--- src/hw/lcdie_defines.svh ---
// Constants of the LCD instruction executor: register offsets, field positions,
// reset values and timing counts.
// Assumes inclusion by bare name from the design files.
`ifndef LCDIE_DEFINES_SVH
`define LCDIE_DEFINES_SVH
// ==========================================================================
// Register offsets (byte addresses on the APB slave)
`define LCDIE_OFS_INSTR 12'h000
`define LCDIE_OFS_DATA 12'h004
`define LCDIE_OFS_CTRL 12'h008
`define LCDIE_OFS_MODE 12'h00C
// ==========================================================================
// Control register fields
`define LCDIE_CTRL_SERIAL 0
`define LCDIE_CTRL_PULLUP 1
// ==========================================================================
// Mode register fields (read only)
`define LCDIE_MODE_WIDTH 0
`define LCDIE_MODE_LINES 1
`define LCDIE_MODE_SINGLE 2
`define LCDIE_MODE_EXT 3
`define LCDIE_MODE_STEP 4
`define LCDIE_MODE_BLINK 5
`define LCDIE_MODE_ICONF 6
`define LCDIE_MODE_PHASE 7
`define LCDIE_MODE_GLYPH 8
// ==========================================================================
// Instruction fields
`define LCDIE_FS_WIDTH 4
`define LCDIE_FS_LINES 2
`define LCDIE_FS_SINGLE 1
`define LCDIE_FS_EXT 0
`define LCDIE_SH_DISP 3
`define LCDIE_SH_RIGHT 2
`define LCDIE_EM_STEP 1
`define LCDIE_DC_BLINK 0
`define LCDIE_IC_ICONF 1
// ==========================================================================
// Reset values
`define LCDIE_RST_WIDTH 1'b1
`define LCDIE_RST_STEP 1'b1
`define LCDIE_RST_TEXT 8'h20
// ==========================================================================
// Address map of the text RAM and icon storage, and row enable patterns
`define LCDIE_L1_END 7'h27
`define LCDIE_L2_START 7'h40
`define LCDIE_L2_END 7'h67
`define LCDIE_ONE_END 7'h4F
`define LCDIE_LINE_LEN 7'd40
`define LCDIE_RAM_LEN 7'd80
`define LCDIE_ODD_BASE 7'h20
`define LCDIE_ROWS_ALL 18'h3FFFF
`define LCDIE_ROWS_MUX9 18'h100FF
// ==========================================================================
// Timing counts in oscillator cycles
`define LCDIE_EXEC_CYC 4'h4
`define LCDIE_BLINK_DIV 104448
`endif

--- src/hw/lcdie_pkg.sv ---
// Types shared by the LCD instruction executor.
// Assumes nothing of its surroundings.
`default_nettype none
package lcdie_pkg;
  // RAM that data accesses go to, chosen by the last set address instruction.
  typedef enum logic {LCDIE_TEXT, LCDIE_GLYPH} lcdie_ram_t;
endpackage
`default_nettype wire

--- src/hw/lcdie_core.sv ---
// Instruction execution core of a character LCD controller, APB slave.
// Assumes an APB master on ref_clk_i and a display scanner that polls positions.
//
// Notes on behaviour
// - Blink bit alternates cursor character with full block, period clock/104448.
// - Shift moves cursor or display one step, never touching RAM.
// - Two-line cursor past a line end continues on the next line.
// - Display shift moves all lines together; no wrap between lines.
// - Display shift keeps the address counter; cursor shift steps it.
// - Width bit 1 takes whole bytes; 0 takes two nibbles on upper lines.
// - First 4-bit function set sees pulled-up low lines; host repeats it.
// - Function set over the serial path forces the width bit to 1.
// - Line bit 0 gives one line of 24; 1 gives two lines of 12.
// - Single-line bit gives mux 1:9, rows 1-8 and 17, line two hidden.
// - Extended bit selects the extended instruction set instead of standard.
// - Set glyph address loads counter bits 5:0 only and selects glyph RAM.
// - Status read gives busy and counter; busy blocks the next instruction.
// - Data write stores into the chosen RAM, then steps the counter.
// - Glyph RAM writes keep only the low five bits.
// - Data read shows the latch, then steps counter and reloads latch.
// - Only set address and data read update the read latch.
// - Glyph RAM bits drive 120 icons, 1 on and 0 off.
// - Glyph characters 0-2 give even-phase icons, 4-6 odd-phase with icon blink.
// - Even phase shows cursor as block; odd phase normal, icons follow.
// - Step bit 1 increments the counter after each access, 0 decrements.
//
// Decided for this implementation: the register offsets and the APB slave port.
`timescale 1ns/100ps
`default_nettype none
`include "lcdie_defines.svh"
module lcdie_core #(
  parameter int unsigned BLINK_DIV = `LCDIE_BLINK_DIV
) (
  // Clock and reset
  input wire logic ref_clk_i,
  input wire logic nrst_i,
  // APB slave
  input wire logic psel_i,
  input wire logic penable_i,
  input wire logic pwrite_i,
  input wire logic [11:0] paddr_i,
  input wire logic [31:0] pwdata_i,
  output logic pready_o,
  output logic [31:0] prdata_o,
  output logic pslverr_o,
  // Display scan
  input wire logic [4:0] disp_pos_i,
  input wire logic disp_line_i,
  output logic [7:0] disp_code_o,
  output logic disp_block_o,
  output logic [17:0] row_enable_o,
  output logic two_line_o,
  output logic [119:0] icon_o
);

  // ==========================================================================
  // State
  logic [6:0] address_counter;
  logic [7:0] read_latch;
  logic [7:0] text_ram [128];
  logic [4:0] glyph_ram [128];
  lcdie_pkg::lcdie_ram_t ram_sel;
  logic bus_width_select;
  logic lines_select;
  logic single_line_select;
  logic ext_select;
  logic step_up;
  logic blink_en;
  logic icon_flash_select;
  logic serial_path;
  logic low_pullup;
  logic [3:0] busy_cnt;
  logic busy_indicator;
  logic [3:0] wr_hi;
  logic wr_half;
  logic rd_half;
  logic reload_q;
  logic [6:0] shift_ofs;
  logic [16:0] blink_cnt;
  logic blink_odd;

  // ==========================================================================
  // Bus decode
  logic acc;
  logic setup;
  logic hit_instr;
  logic hit_data;
  logic hit_ctrl;
  logic hit_mode;
  logic mapped;
  logic [7:0] in_byte;
  logic byte_done;
  logic nib_step;
  logic exec;
  logic wr_data;
  logic rd_done;
  logic set_text;
  logic set_glyph;
  logic fn_set;
  logic shift_cmd;
  logic entry_cmd;
  logic disp_cmd;
  logic icon_cmd;
  logic two_line;
  logic [7:0] stat_byte;
  logic [7:0] sel_byte;
  logic [31:0] next_prdata;

  assign setup = psel_i & ~penable_i;
  assign acc = psel_i & penable_i;
  assign pready_o = 1'b1;

  always_comb
  begin
    hit_instr = 1'b0;
    hit_data = 1'b0;
    hit_ctrl = 1'b0;
    hit_mode = 1'b0;
    if (paddr_i == `LCDIE_OFS_INSTR)
      hit_instr = 1'b1;
    else if (paddr_i == `LCDIE_OFS_DATA)
      hit_data = 1'b1;
    else if (paddr_i == `LCDIE_OFS_CTRL)
      hit_ctrl = 1'b1;
    else if (paddr_i == `LCDIE_OFS_MODE)
      hit_mode = 1'b1;
  end

  assign mapped = hit_instr | hit_data | hit_ctrl | hit_mode;
  assign pslverr_o = acc & ~mapped;
  assign two_line = lines_select | single_line_select;

  // Instruction and data writes while busy are dropped whole, including a first nibble.
  assign nib_step = acc & pwrite_i & (hit_instr | hit_data) & ~busy_indicator;

  always_comb
  begin
    in_byte = pwdata_i[7:0];
    byte_done = 1'b0;
    if (nib_step)
    begin
      if (bus_width_select)
      begin
        byte_done = 1'b1;
        if (low_pullup)
          in_byte = {pwdata_i[7:4], 4'hF};
      end
      else
      begin
        byte_done = wr_half;
        in_byte = {wr_hi, pwdata_i[7:4]};
      end
    end
  end

  assign exec = byte_done & hit_instr;
  assign wr_data = byte_done & hit_data;
  assign set_text = exec & ~ext_select & in_byte[7];
  assign set_glyph = exec & ~ext_select & (in_byte[7:6] == 2'b01);
  assign fn_set = exec & (in_byte[7:5] == 3'b001);
  assign shift_cmd = exec & ~ext_select & (in_byte[7:4] == 4'b0001);
  assign disp_cmd = exec & ~ext_select & (in_byte[7:3] == 5'b00001);
  assign icon_cmd = exec & ext_select & (in_byte[7:3] == 5'b00001);
  assign entry_cmd = exec & ~ext_select & (in_byte[7:2] == 6'b000001);
  assign rd_done = acc & ~pwrite_i & hit_data & ~busy_indicator
                   & (bus_width_select | rd_half);

  // ==========================================================================
  // Counter step with line wrap
  function automatic logic [6:0] lcdie_step(input logic [6:0] a, input logic up,
                                            input logic glyph, input logic two);
    logic [6:0] r;
    r = up ? a + 7'h01 : a - 7'h01;
    if (!glyph && two)
    begin
      if (up && a == `LCDIE_L1_END)
        r = `LCDIE_L2_START;
      else if (up && a == `LCDIE_L2_END)
        r = 7'h00;
      else if (!up && a == `LCDIE_L2_START)
        r = `LCDIE_L1_END;
      else if (!up && a == 7'h00)
        r = `LCDIE_L2_END;
    end
    else if (!glyph)
    begin
      if (up && a == `LCDIE_ONE_END)
        r = 7'h00;
      else if (!up && a == 7'h00)
        r = `LCDIE_ONE_END;
    end
    return r;
  endfunction

  // ==========================================================================
  // Nibble phases
  always_ff @(posedge ref_clk_i or negedge nrst_i)
  begin
    if (!nrst_i)
    begin
      wr_hi <= 4'h0;
      wr_half <= 1'b0;
    end
    else if (fn_set)
      wr_half <= 1'b0;
    else if (nib_step && !bus_width_select)
    begin
      wr_hi <= pwdata_i[7:4];
      wr_half <= ~wr_half;
    end
  end

  always_ff @(posedge ref_clk_i or negedge nrst_i)
  begin
    if (!nrst_i)
      rd_half <= 1'b0;
    else if (bus_width_select)
      rd_half <= 1'b0;
    else if (acc && !pwrite_i && (hit_instr || hit_data))
      rd_half <= ~rd_half;
  end

  // ==========================================================================
  // Mode bits
  always_ff @(posedge ref_clk_i or negedge nrst_i)
  begin
    if (!nrst_i)
    begin
      bus_width_select <= `LCDIE_RST_WIDTH;
      lines_select <= 1'b0;
      single_line_select <= 1'b0;
      ext_select <= 1'b0;
    end
    else if (fn_set)
    begin
      bus_width_select <= serial_path | in_byte[`LCDIE_FS_WIDTH];
      lines_select <= in_byte[`LCDIE_FS_LINES];
      single_line_select <= in_byte[`LCDIE_FS_SINGLE];
      ext_select <= in_byte[`LCDIE_FS_EXT];
    end
  end

  always_ff @(posedge ref_clk_i or negedge nrst_i)
  begin
    if (!nrst_i)
    begin
      step_up <= `LCDIE_RST_STEP;
      blink_en <= 1'b0;
      icon_flash_select <= 1'b0;
    end
    else if (entry_cmd)
      step_up <= in_byte[`LCDIE_EM_STEP];
    else if (disp_cmd)
      blink_en <= in_byte[`LCDIE_DC_BLINK];
    else if (icon_cmd)
      icon_flash_select <= in_byte[`LCDIE_IC_ICONF];
  end

  always_ff @(posedge ref_clk_i or negedge nrst_i)
  begin
    if (!nrst_i)
    begin
      serial_path <= 1'b0;
      low_pullup <= 1'b0;
    end
    else if (acc && pwrite_i && hit_ctrl)
    begin
      serial_path <= pwdata_i[`LCDIE_CTRL_SERIAL];
      low_pullup <= pwdata_i[`LCDIE_CTRL_PULLUP];
    end
  end

  // ==========================================================================
  // Busy timer
  always_ff @(posedge ref_clk_i or negedge nrst_i)
  begin
    if (!nrst_i)
      busy_cnt <= 4'h0;
    else if (exec || wr_data || rd_done)
      busy_cnt <= `LCDIE_EXEC_CYC;
    else if (busy_cnt != 4'h0)
      busy_cnt <= busy_cnt - 4'h1;
  end

  assign busy_indicator = (busy_cnt != 4'h0);

  // ==========================================================================
  // Address counter, RAM select and display offset
  always_ff @(posedge ref_clk_i or negedge nrst_i)
  begin
    if (!nrst_i)
    begin
      address_counter <= 7'h00;
      ram_sel <= lcdie_pkg::LCDIE_TEXT;
    end
    else if (set_text)
    begin
      address_counter <= in_byte[6:0];
      ram_sel <= lcdie_pkg::LCDIE_TEXT;
    end
    else if (set_glyph)
    begin
      address_counter[5:0] <= in_byte[5:0];
      ram_sel <= lcdie_pkg::LCDIE_GLYPH;
    end
    else if (wr_data || rd_done)
      address_counter <= lcdie_step(address_counter, step_up,
                                    ram_sel == lcdie_pkg::LCDIE_GLYPH, two_line);
    else if (shift_cmd && !in_byte[`LCDIE_SH_DISP])
      address_counter <= lcdie_step(address_counter, in_byte[`LCDIE_SH_RIGHT],
                                    1'b0, two_line);
  end

  // Offset runs over the whole text RAM; two-line view folds it per line.
  always_ff @(posedge ref_clk_i or negedge nrst_i)
  begin
    if (!nrst_i)
      shift_ofs <= 7'h00;
    else if (shift_cmd && in_byte[`LCDIE_SH_DISP])
    begin
      if (in_byte[`LCDIE_SH_RIGHT])
        shift_ofs <= (shift_ofs == 7'h00) ? `LCDIE_RAM_LEN - 7'd1 : shift_ofs - 7'd1;
      else
        shift_ofs <= (shift_ofs == `LCDIE_RAM_LEN - 7'd1) ? 7'h00 : shift_ofs + 7'd1;
    end
  end

  // ==========================================================================
  // RAM storage; shifts never reach these write enables
  for (genvar i = 0; i < 128; i++)
  begin : g_ram
    always_ff @(posedge ref_clk_i or negedge nrst_i)
    begin
      if (!nrst_i)
      begin
        text_ram[i] <= `LCDIE_RST_TEXT;
        glyph_ram[i] <= 5'h00;
      end
      else if (wr_data && address_counter == 7'(i))
      begin
        if (ram_sel == lcdie_pkg::LCDIE_GLYPH)
          glyph_ram[i] <= in_byte[4:0];
        else
          text_ram[i] <= in_byte;
      end
    end
  end

  // ==========================================================================
  // Read latch
  always_ff @(posedge ref_clk_i or negedge nrst_i)
  begin
    if (!nrst_i)
      reload_q <= 1'b0;
    else
      reload_q <= set_text | set_glyph | rd_done;
  end

  always_ff @(posedge ref_clk_i or negedge nrst_i)
  begin
    if (!nrst_i)
      read_latch <= 8'h00;
    else if (reload_q)
    begin
      if (ram_sel == lcdie_pkg::LCDIE_GLYPH)
        read_latch <= {3'b000, glyph_ram[address_counter]};
      else
        read_latch <= text_ram[address_counter];
    end
  end

  // ==========================================================================
  // Read data, captured in the setup cycle
  always_comb
  begin
    stat_byte = {busy_indicator, address_counter};
    sel_byte = hit_instr ? stat_byte : read_latch;
    next_prdata = 32'h0000_0000;
    if (hit_instr || hit_data)
    begin
      if (bus_width_select)
        next_prdata[7:0] = sel_byte;
      else if (rd_half)
        next_prdata[7:4] = sel_byte[3:0];
      else
        next_prdata[7:4] = sel_byte[7:4];
    end
    else if (hit_ctrl)
    begin
      next_prdata[`LCDIE_CTRL_SERIAL] = serial_path;
      next_prdata[`LCDIE_CTRL_PULLUP] = low_pullup;
    end
    else if (hit_mode)
    begin
      next_prdata[`LCDIE_MODE_WIDTH] = bus_width_select;
      next_prdata[`LCDIE_MODE_LINES] = lines_select;
      next_prdata[`LCDIE_MODE_SINGLE] = single_line_select;
      next_prdata[`LCDIE_MODE_EXT] = ext_select;
      next_prdata[`LCDIE_MODE_STEP] = step_up;
      next_prdata[`LCDIE_MODE_BLINK] = blink_en;
      next_prdata[`LCDIE_MODE_ICONF] = icon_flash_select;
      next_prdata[`LCDIE_MODE_PHASE] = blink_odd;
      next_prdata[`LCDIE_MODE_GLYPH] = (ram_sel == lcdie_pkg::LCDIE_GLYPH);
    end
  end

  always_ff @(posedge ref_clk_i or negedge nrst_i)
  begin
    if (!nrst_i)
      prdata_o <= 32'h0000_0000;
    else if (setup)
      prdata_o <= next_prdata;
  end

  // ==========================================================================
  // Blink phase: even half shows the block, odd half the glyph
  localparam logic [16:0] BLINK_HALF = 17'(BLINK_DIV / 2);

  always_ff @(posedge ref_clk_i or negedge nrst_i)
  begin
    if (!nrst_i)
    begin
      blink_cnt <= 17'h00000;
      blink_odd <= 1'b0;
    end
    else if (blink_cnt == BLINK_HALF - 17'h00001)
    begin
      blink_cnt <= 17'h00000;
      blink_odd <= ~blink_odd;
    end
    else
      blink_cnt <= blink_cnt + 17'h00001;
  end

  // ==========================================================================
  // Display scan
  logic [6:0] line_ofs;
  logic [6:0] col_sum;
  logic [6:0] scan_addr;

  always_comb
  begin
    line_ofs = (shift_ofs >= `LCDIE_LINE_LEN) ? shift_ofs - `LCDIE_LINE_LEN : shift_ofs;
    if (two_line)
    begin
      col_sum = {2'b00, disp_pos_i} + line_ofs;
      if (col_sum >= `LCDIE_LINE_LEN)
        col_sum = col_sum - `LCDIE_LINE_LEN;
      scan_addr = disp_line_i ? `LCDIE_L2_START + col_sum : col_sum;
    end
    else
    begin
      col_sum = {2'b00, disp_pos_i} + shift_ofs;
      if (col_sum >= `LCDIE_RAM_LEN)
        col_sum = col_sum - `LCDIE_RAM_LEN;
      scan_addr = col_sum;
    end
  end

  always_ff @(posedge ref_clk_i or negedge nrst_i)
  begin
    if (!nrst_i)
    begin
      disp_code_o <= `LCDIE_RST_TEXT;
      disp_block_o <= 1'b0;
    end
    else
    begin
      if (single_line_select && disp_line_i)
        disp_code_o <= `LCDIE_RST_TEXT;
      else
        disp_code_o <= text_ram[scan_addr];
      disp_block_o <= blink_en & ~blink_odd & (scan_addr == address_counter)
                      & (ram_sel == lcdie_pkg::LCDIE_TEXT)
                      & ~(single_line_select & disp_line_i);
    end
  end

  always_ff @(posedge ref_clk_i or negedge nrst_i)
  begin
    if (!nrst_i)
    begin
      row_enable_o <= `LCDIE_ROWS_ALL;
      two_line_o <= 1'b0;
    end
    else
    begin
      row_enable_o <= single_line_select ? `LCDIE_ROWS_MUX9 : `LCDIE_ROWS_ALL;
      two_line_o <= lines_select & ~single_line_select;
    end
  end

  // ==========================================================================
  // Icons: five icons per glyph row, leftmost icon in the top data bit
  logic odd_set;

  assign odd_set = icon_flash_select & blink_odd;

  for (genvar i = 0; i < 120; i++)
  begin : g_icon
    localparam logic [6:0] ROW_ADDR = 7'(i / 5);
    localparam int BIT_POS = 4 - (i % 5);
    always_ff @(posedge ref_clk_i or negedge nrst_i)
    begin
      if (!nrst_i)
        icon_o[i] <= 1'b0;
      else
        icon_o[i] <= glyph_ram[ROW_ADDR | (odd_set ? `LCDIE_ODD_BASE : 7'h00)][BIT_POS];
    end
  end

endmodule
`default_nettype wire

--- config.mk ---
export PLATFORM = sky130hd
export DESIGN_NAME = lcdie_core
export DESIGN_NICKNAME = d
export VERILOG_FILES = /design/src/hw/lcdie_pkg.sv /design/src/hw/lcdie_core.sv
export VERILOG_INCLUDE_DIRS = /design/src /design/src/hw
export SDC_FILE = /design/constraint.sdc
export NUM_CORES = 2
export LEC_CHECK = 0
export BUFFER_PORTS_ARGS = -buffer_cell sky130_fd_sc_hd__buf_4
export CAP_MARGIN = 40
export CORE_MARGIN = 2
export CORE_UTILIZATION = 35
export CTS_CLUSTER_SIZE = 10
export DETAILED_ROUTE_END_ITERATION = 8
export HOLD_SLACK_MARGIN = 0.03
export SLEW_MARGIN = 10
export SYNTH_ARGS = -nofsm -noshare
export SYNTH_HDL_FRONTEND = slang
export SYNTH_SLANG_ARGS = --single-unit
--- constraint.sdc ---
create_clock -name ref_clk_i -period 9.4 [get_ports ref_clk_i]
set_input_delay 0 -clock ref_clk_i [delete_from_list [all_inputs] [get_ports ref_clk_i]]
set_output_delay 0 -clock ref_clk_i [all_outputs]
set_load 0.01 [all_outputs]
### Yosys cells after proc, flatten, opt, wreduce, memory -nomap -nowiden

Index checks and enable logic that the tools add are counted.

| storage, ports and cells | value |
|---|---|
| register bits | 1882 |
| input port bits | 55 |
| logic and storage cells | 1234 |

| cells by class | value |
|---|---|
| $add $sub $neg | 12 |
| magnitude comparators | 29 |
| eq/ne operators | 139 |
| multiplexer cells | 149 |
| bitwise logic cells | 76 |
| reduce and logical (&&, ||, !) cells | 427 |

Operators by type and width:

| cell | number |
|---|---|
| 5-bit binary-select mux with 7-bit select | 25 |
| 2-bit AND reduction | 259 |
| 7-bit == test, second input constant | 65 |
| 5-bit 2-to-1 mux | 50 |
| 7-bit by 6-bit == test with 1-bit output, second input constant | 32 |
| 7-bit 2-to-1 mux | 30 |
| 8-bit greater-or-equal comparator, second input constant | 26 |
| 7-bit NOT with 8-bit output | 22 |
| 1-bit logical AND | 147 |
| 8-bit binary-select mux with 7-bit select | 2 |
| 7-bit by 5-bit == test with 1-bit output, second input constant | 16 |
| 8-bit 2-to-1 mux | 10 |
| 7-bit by 4-bit == test with 1-bit output, second input constant | 8 |
| 6-bit NOT with 8-bit output | 4 |
| 1-bit bitwise AND | 28 |
| 7-bit by 3-bit == test with 1-bit output, second input constant | 4 |
| 12-bit by 4-bit == test with 1-bit output, second input constant | 2 |
| 4-bit 2-to-1 mux | 6 |
| 1-bit 2-to-1 mux | 20 |
| 18-bit 2-to-1 mux | 1 |
| 17-bit by 1-bit adder with 17-bit output, second input constant | 1 |
| 17-bit by 16-bit == test with 1-bit output, second input constant | 1 |
| 17-bit 2-to-1 mux | 1 |
| 5-bit by 7-bit adder with 7-bit output | 2 |
| 31 further kinds | 70 |

### Logic depth before layout (Yosys ltp)

| logic depth | value |
|---|---|
| word-level depth | 18 |
| gate-level depth with buffers | 23 |

### Least setup slack after synthesis

OpenSTA, ideal clock, no wires.

| timing | value |
|---|---|
| kind | flip-flop to flip-flop |
| start point | register shift_ofs[3] |
| end point | register disp_code_o[3] |
| data arrival time | 4369 ps |
| setup slack | 4954 ps |
| stages on the path, launching flop included | 23 |
| buffers on the path | 5 |
| path through | dfrtp_1 clkbuf_1 inv_1 ha_1 a21oi_1 nor2_1 xnor2_1 ha_1 clkbuf_1 o21a_1 nand2_1 nand2_1 ha_1 inv_1 o21bai_1 o21ba_2 or3_1 buf_6 buf_6 buf_2 mux2i_1 a2111oi_0 o2bb2ai_1 |

| on the way | value |
|---|---|
| cells in the longest elaborated chain, start to end | 14 |
| elaborated cells between the ends (all ways) | 20 |
| classes of those cells | add/sub: 6; order compare: 3; mux: 10; bitwise: 1 |

RTL lines:

| element | RTL line | RTL |
|---|---|---|
| start, declared | lcdie_core.sv:78 | `logic [6:0] shift_ofs;` |
| start signal, assigned | lcdie_core.sv:322 | `` shift_ofs <= (shift_ofs == 7'h00) ? `LCDIE_RAM_LEN - 7'd1 : shift_ofs - 7'd1; `` |
| start signal, assigned | lcdie_core.sv:324 | `` shift_ofs <= (shift_ofs == `LCDIE_RAM_LEN - 7'd1) ? 7'h00 : shift_ofs + 7'd1; `` |
| 7-bit by 6-bit subtractor with 7-bit output (no line) / 7-bit by 6-bit greater-or-equal comparator with 1-bit output (equally long branches) | -- |  |
| 7-bit 2-to-1 mux | lcdie_core.sv:443 | `` line_ofs = (shift_ofs >= `LCDIE_LINE_LEN) ? shift_ofs - `LCDIE_LINE_LEN : shift_ofs; `` |
| 5-bit by 7-bit adder with 7-bit output | lcdie_core.sv:446 | `col_sum = {2'b00, disp_pos_i} + line_ofs;` |
| 7-bit by 6-bit subtractor with 7-bit output (no line) / 7-bit by 6-bit greater-or-equal comparator with 1-bit output (equally long branches) | -- |  |
| 7-bit 2-to-1 mux | lcdie_core.sv:447 | `` if (col_sum >= `LCDIE_LINE_LEN) `` |
| 7-bit 2-to-1 mux | lcdie_core.sv:444 | `if (two_line)` |
| 7-bit adder (no line) | -- |  |
| 7-bit 2-to-1 mux | lcdie_core.sv:449 | `` scan_addr = disp_line_i ? `LCDIE_L2_START + col_sum : col_sum; `` |
| 7-bit 2-to-1 mux (*) | lcdie_core.sv:444 |  |
| 7-bit NOT with 8-bit output (not written as such) (*) | lcdie_core.sv:472 | `disp_code_o <= text_ram[scan_addr];` |
| 8-bit binary-select mux with 7-bit select (*) | lcdie_core.sv:472 |  |
| 8-bit 2-to-1 mux (not written as such) (*) (2 in series) | lcdie_core.sv:472 |  |
| 8-bit 2-to-1 mux (*) | lcdie_core.sv:469 | `if (single_line_select && disp_line_i)` |
| end signal, assigned | lcdie_core.sv:464 | `` disp_code_o <= `LCDIE_RST_TEXT; `` |
| end signal, assigned | lcdie_core.sv:470 | `` disp_code_o <= `LCDIE_RST_TEXT; `` |
| end signal, assigned | lcdie_core.sv:472 |  |
| end, declared | lcdie_core.sv:49 | `output logic [7:0] disp_code_o,` |

Every way passes the cells marked *; elsewhere a longest branch is shown, timed or not. The select of a mux whose other input is x is not followed.
A chain may end at the register's enable or synchronous reset.

### Final worst setup path

| timing | value |
|---|---|
| start point | register shift_ofs[3] |
| end point | register disp_code_o[7] |

Same word-level chain as after synthesis.

==> results.sh <==
export IMPL_status="finished, final reports clean"
export IMPL_antenna_found_initial=8
export IMPL_hold_viol_final=0
export IMPL_coreArea_um2=259000
export IMPL_fp_dieW_um=514
export IMPL_synthFlopType="dfrtp_1"
export IMPL_synth_xor_area_share=0.00404
export IMPL_clock_sinks=1865
export IMPL_yosysUniqueCellTypes=89
export IMPL_synth_compound_area_frac=0.111
export IMPL_gp_congestion=0.872
export IMPL_synth_common_cells="nand2_1 (2076), dfrtp_1 (1733), o21ai_0 (1630), mux4_2 (817), clkbuf_1 (474)"
export IMPL_leakage_nw=43.1
export IMPL_synth_simple_area_share=0.108
export IMPL_synth_mux_area_frac=0.226
export IMPL_p_switching_w=0.00400
export IMPL_die_area_um2=264000
export IMPL_finalSetupViolCount=0
export IMPL_grt_pass1_wl_um=422000
export IMPL_ys_ff_latch=1865
export IMPL_nets=8013
export IMPL_drtPass1Iterations=9
export IMPL_final_antenna_net_count=0
export IMPL_relSlewSlack=0.322
export IMPL_synth_adder_area_share=0.00338
export IMPL_synth_top_area_cell="dfrtp_1"
export IMPL_post_route_period_util=0.652
export IMPL_p_comb_frac=0.050
export IMPL_cellPowerDensity_nw_per_um2=161
export IMPL_layout_drive_gt1_share=0.218
export IMPL_wl_per_cell_um=24.2
export IMPL_synth_edff_count=0
export IMPL_async_reset_ff_frac=1.00
export IMPL_grt_start_max_net_pins=179
export IMPL_synth_top_family_by_area="multiplexers"
export IMPL_crit_type="reg -> reg"
export IMPL_area_delta_synth_final_pct=12.6
export IMPL_fp_dieH_um=514
export IMPL_drt_iter0_drc=6598
export IMPL_htree_levels=4
export IMPL_finalPower_w=0.0165
export IMPL_postPlaceCellArea_um2=95800
export IMPL_portBuffers=179
export IMPL_cp_start_kind="flip-flop"
export IMPL_cts_tree="done"
export IMPL_clock_path_buffers=3
export IMPL_end_kind="flip-flop"
export IMPL_clkTransAtPathRegs_ps=60
export IMPL_dp_hpwl_um=179000
export IMPL_setup_ws_ps=3270
export IMPL_p_seq_frac=0.489
export IMPL_syn_inst=8008
export IMPL_cts_buffers=211
export IMPL_rows=187
export IMPL_grt_remaining_overflow=0
export IMPL_synth_top_area_frac=0.477
export IMPL_synth_area_leaders="dfrtp_1 (48%), mux4_2 (20%), o21ai_0 (9.0%)"
export IMPL_syn_avg_cell_area_um2=11.4
export IMPL_synth_seq_area_share=0.515
export IMPL_cts_resized=0
export IMPL_peakVddDrop_mv=0.150
export IMPL_grt_pass1_vias=64547
export IMPL_min_path_type="in -> reg"
export IMPL_clkPwrFrac=0.461
export IMPL_rsz0062_at_grt="no"
export IMPL_p_int_w=0.0125
export IMPL_cts_hold_fix_buffers=42
export IMPL_finalCriticalPeriod_ps=6130
export IMPL_cts_root_buf="clkbuf_16"
export IMPL_finalInstanceArea_um2=102000
export IMPL_report_final_slew_viol_count=0
export IMPL_cp_arrival_ps=6850
export IMPL_tns_ps=0
export IMPL_fin_skew_ps=59.6
export IMPL_fmax_ghz=0.163
export IMPL_grtUsageTotal=0.210
export IMPL_max_cap_viol_count=0
export IMPL_drc=0
export IMPL_synth_warnings=0
export IMPL_synth_area_um2=91000
export IMPL_via_per_inst=5.65
export IMPL_clk_latency_ps=880
export IMPL_sw_frac_of_total=0.242
export IMPL_start_util=0.351
export IMPL_cts_repair_timing_setup_buffer_count=0
export IMPL_yosys_cell_count_top_type="nand2_1"
export IMPL_place_ws_ps=3470
export IMPL_crit_required_ps=10120
export IMPL_worst_pin_slew_ps=1020
export IMPL_vias=64903
export IMPL_path_max_fanout=38
export IMPL_wirelength_um=278000
export IMPL_io_pins=237
## through the flow
| stage | hold WS, ps | util | instances |
|---|---|---|---|
| after global routing | 115 | 0.395 | 11473 |
| after global placement | 120 | 0.367 | 11041 |
| after detailed placement | 136 | 0.370 | 11078 |
| final | 114 | 0.395 | 11480 |
| after floorplan | -296 | - | 8039 |
| after CTS | 55.6 | 0.395 | 11469 |
## cells by family (layout without fill, tap and decap cells)
family                   count (synthesis)  in the layout
AND/OR/NAND/NOR                       2440           2440
AO/OA/AOI/OAI                         1919           1919
flip-flops                            1865           1865
multiplexers                          1019           1019
buffers and inverters                  697            728
XOR/XNOR                                42             42
adder cells (fa/ha/maj)                 24             24
other                                    2             41
## power by group through the flow
| stage | clock network [W] | logic [W] | registers, W |
|---|---|---|---|
| finish | 0.00760 | 0.000831 | 0.00807 |
| detailed placement | 0 | 0.000812 | 0.00821 |
| global placement | 0 | 0.000780 | 0.00821 |
| CTS | 0.00772 | 0.000826 | 0.00807 |
| global route | 0.00805 | 0.000890 | 0.00806 |
| floorplan | 0 | 0.000379 | 0.00820 |
## metal layers
metal,GRT usage,vias up,wire [um],part of all wire
li1,-,28548,-,-
met1,0.282,33043,113000,0.41
met4,0.0937,2,13000,0.047
met5,0,-,13,0.000047
met2,0.328,2704,130000,0.47
met3,0.0432,606,21800,0.078
## final cells by class
class                   count  area [um2]
fillers                 24332      157000
flip-flops and latches   1865       46900
multi-input cells        5477       41500
clock buffers             330        5860
well taps                3402        4260
repair buffers            357        3560
clock inverters            19         264
inverters                  22        82.6
diodes                      8        20.0
## critical path: stages (launching register included)
cell	delay [ps]
dfrtp_1	610
inv_1	140
ha_1	310
a21oi_1	150
nor2_1	90
xnor2_1	160
ha_1	450
o21a_1	230
nand2_1	80
nand2_1	130
ha_1	220
inv_1	80
o21bai_1	230
o211a_2	300
or3_4	630
buf_4	670
mux4_2	650
o22ai_1	590
o22ai_1	170
## cells in the final DEF (no fill, tap or decap), types with 8 or more instances in the layout
cell type | synthesis | final
a211oi_1 | 12 | 12
a21o_1 | 10 | 10
a21oi_1 | 52 | 52
a311oi_1 | 9 | 9
a31oi_1 | 13 | 13
and2_1 | 23 | 12
and2_2 | 0 | 9
and3_1 | 24 | 23
buf_12 | 0 | 29
buf_16 | 0 | 20
buf_4 | 49 | 260
clkbuf_1 | 474 | 109
clkbuf_16 | 0 | 214
conb_1 | 2 | 33
dfrtp_1 | 1733 | 1726
dfstp_2 | 132 | 132
diode_2 | 0 | 8
dlygate4sd3_1 | 0 | 41
ha_1 | 23 | 22
inv_1 | 21 | 21
mux2_2 | 138 | 138
mux2i_1 | 64 | 62
mux4_2 | 817 | 817
nand2_1 | 2076 | 2075
nand2_2 | 47 | 47
nand3_1 | 82 | 82
nand4_1 | 9 | 9
nor2_1 | 79 | 79
nor2b_1 | 13 | 13
nor3_1 | 23 | 22
nor4_1 | 10 | 10
o21ai_0 | 1630 | 1630
o21ai_1 | 77 | 77
o22ai_1 | 24 | 19
or3_1 | 12 | 11
xnor2_1 | 27 | 26
xor2_1 | 15 | 14
## registers in the layout (all words and copies together) (netlist names), 8 cells and up
name and cells:
icon_o 120, prdata_o 9, blink_cnt 17, text_ram 1024, read_latch 8, glyph_ram 640, disp_code_o 8
## path summary, 6_finish.rpt
path,endpoint,cells after the start,startpoint,slack [ps]
min reg2reg,glyph_ram[148]$_DFFE_PN0P_,2,glyph_ram[148]$_DFFE_PN0P_,470
min in group asynchronous,text_ram[957]$_DFFE_PN1P_,3,nrst_i,400
max reg2reg,disp_code_o[7]$_DFF_PN0_,18,shift_ofs[3]$_DFFE_PN0P_,3270
max in group asynchronous,glyph_ram[126]$_DFFE_PN0P_,5,nrst_i,7140
min,prdata_o[6]$_DFFE_PN0P_,7,paddr_i[10],110
max,disp_code_o[7]$_DFF_PN0_,18,shift_ofs[3]$_DFFE_PN0P_,3270
No activity file was read; power rests on OpenSTA's default activity.
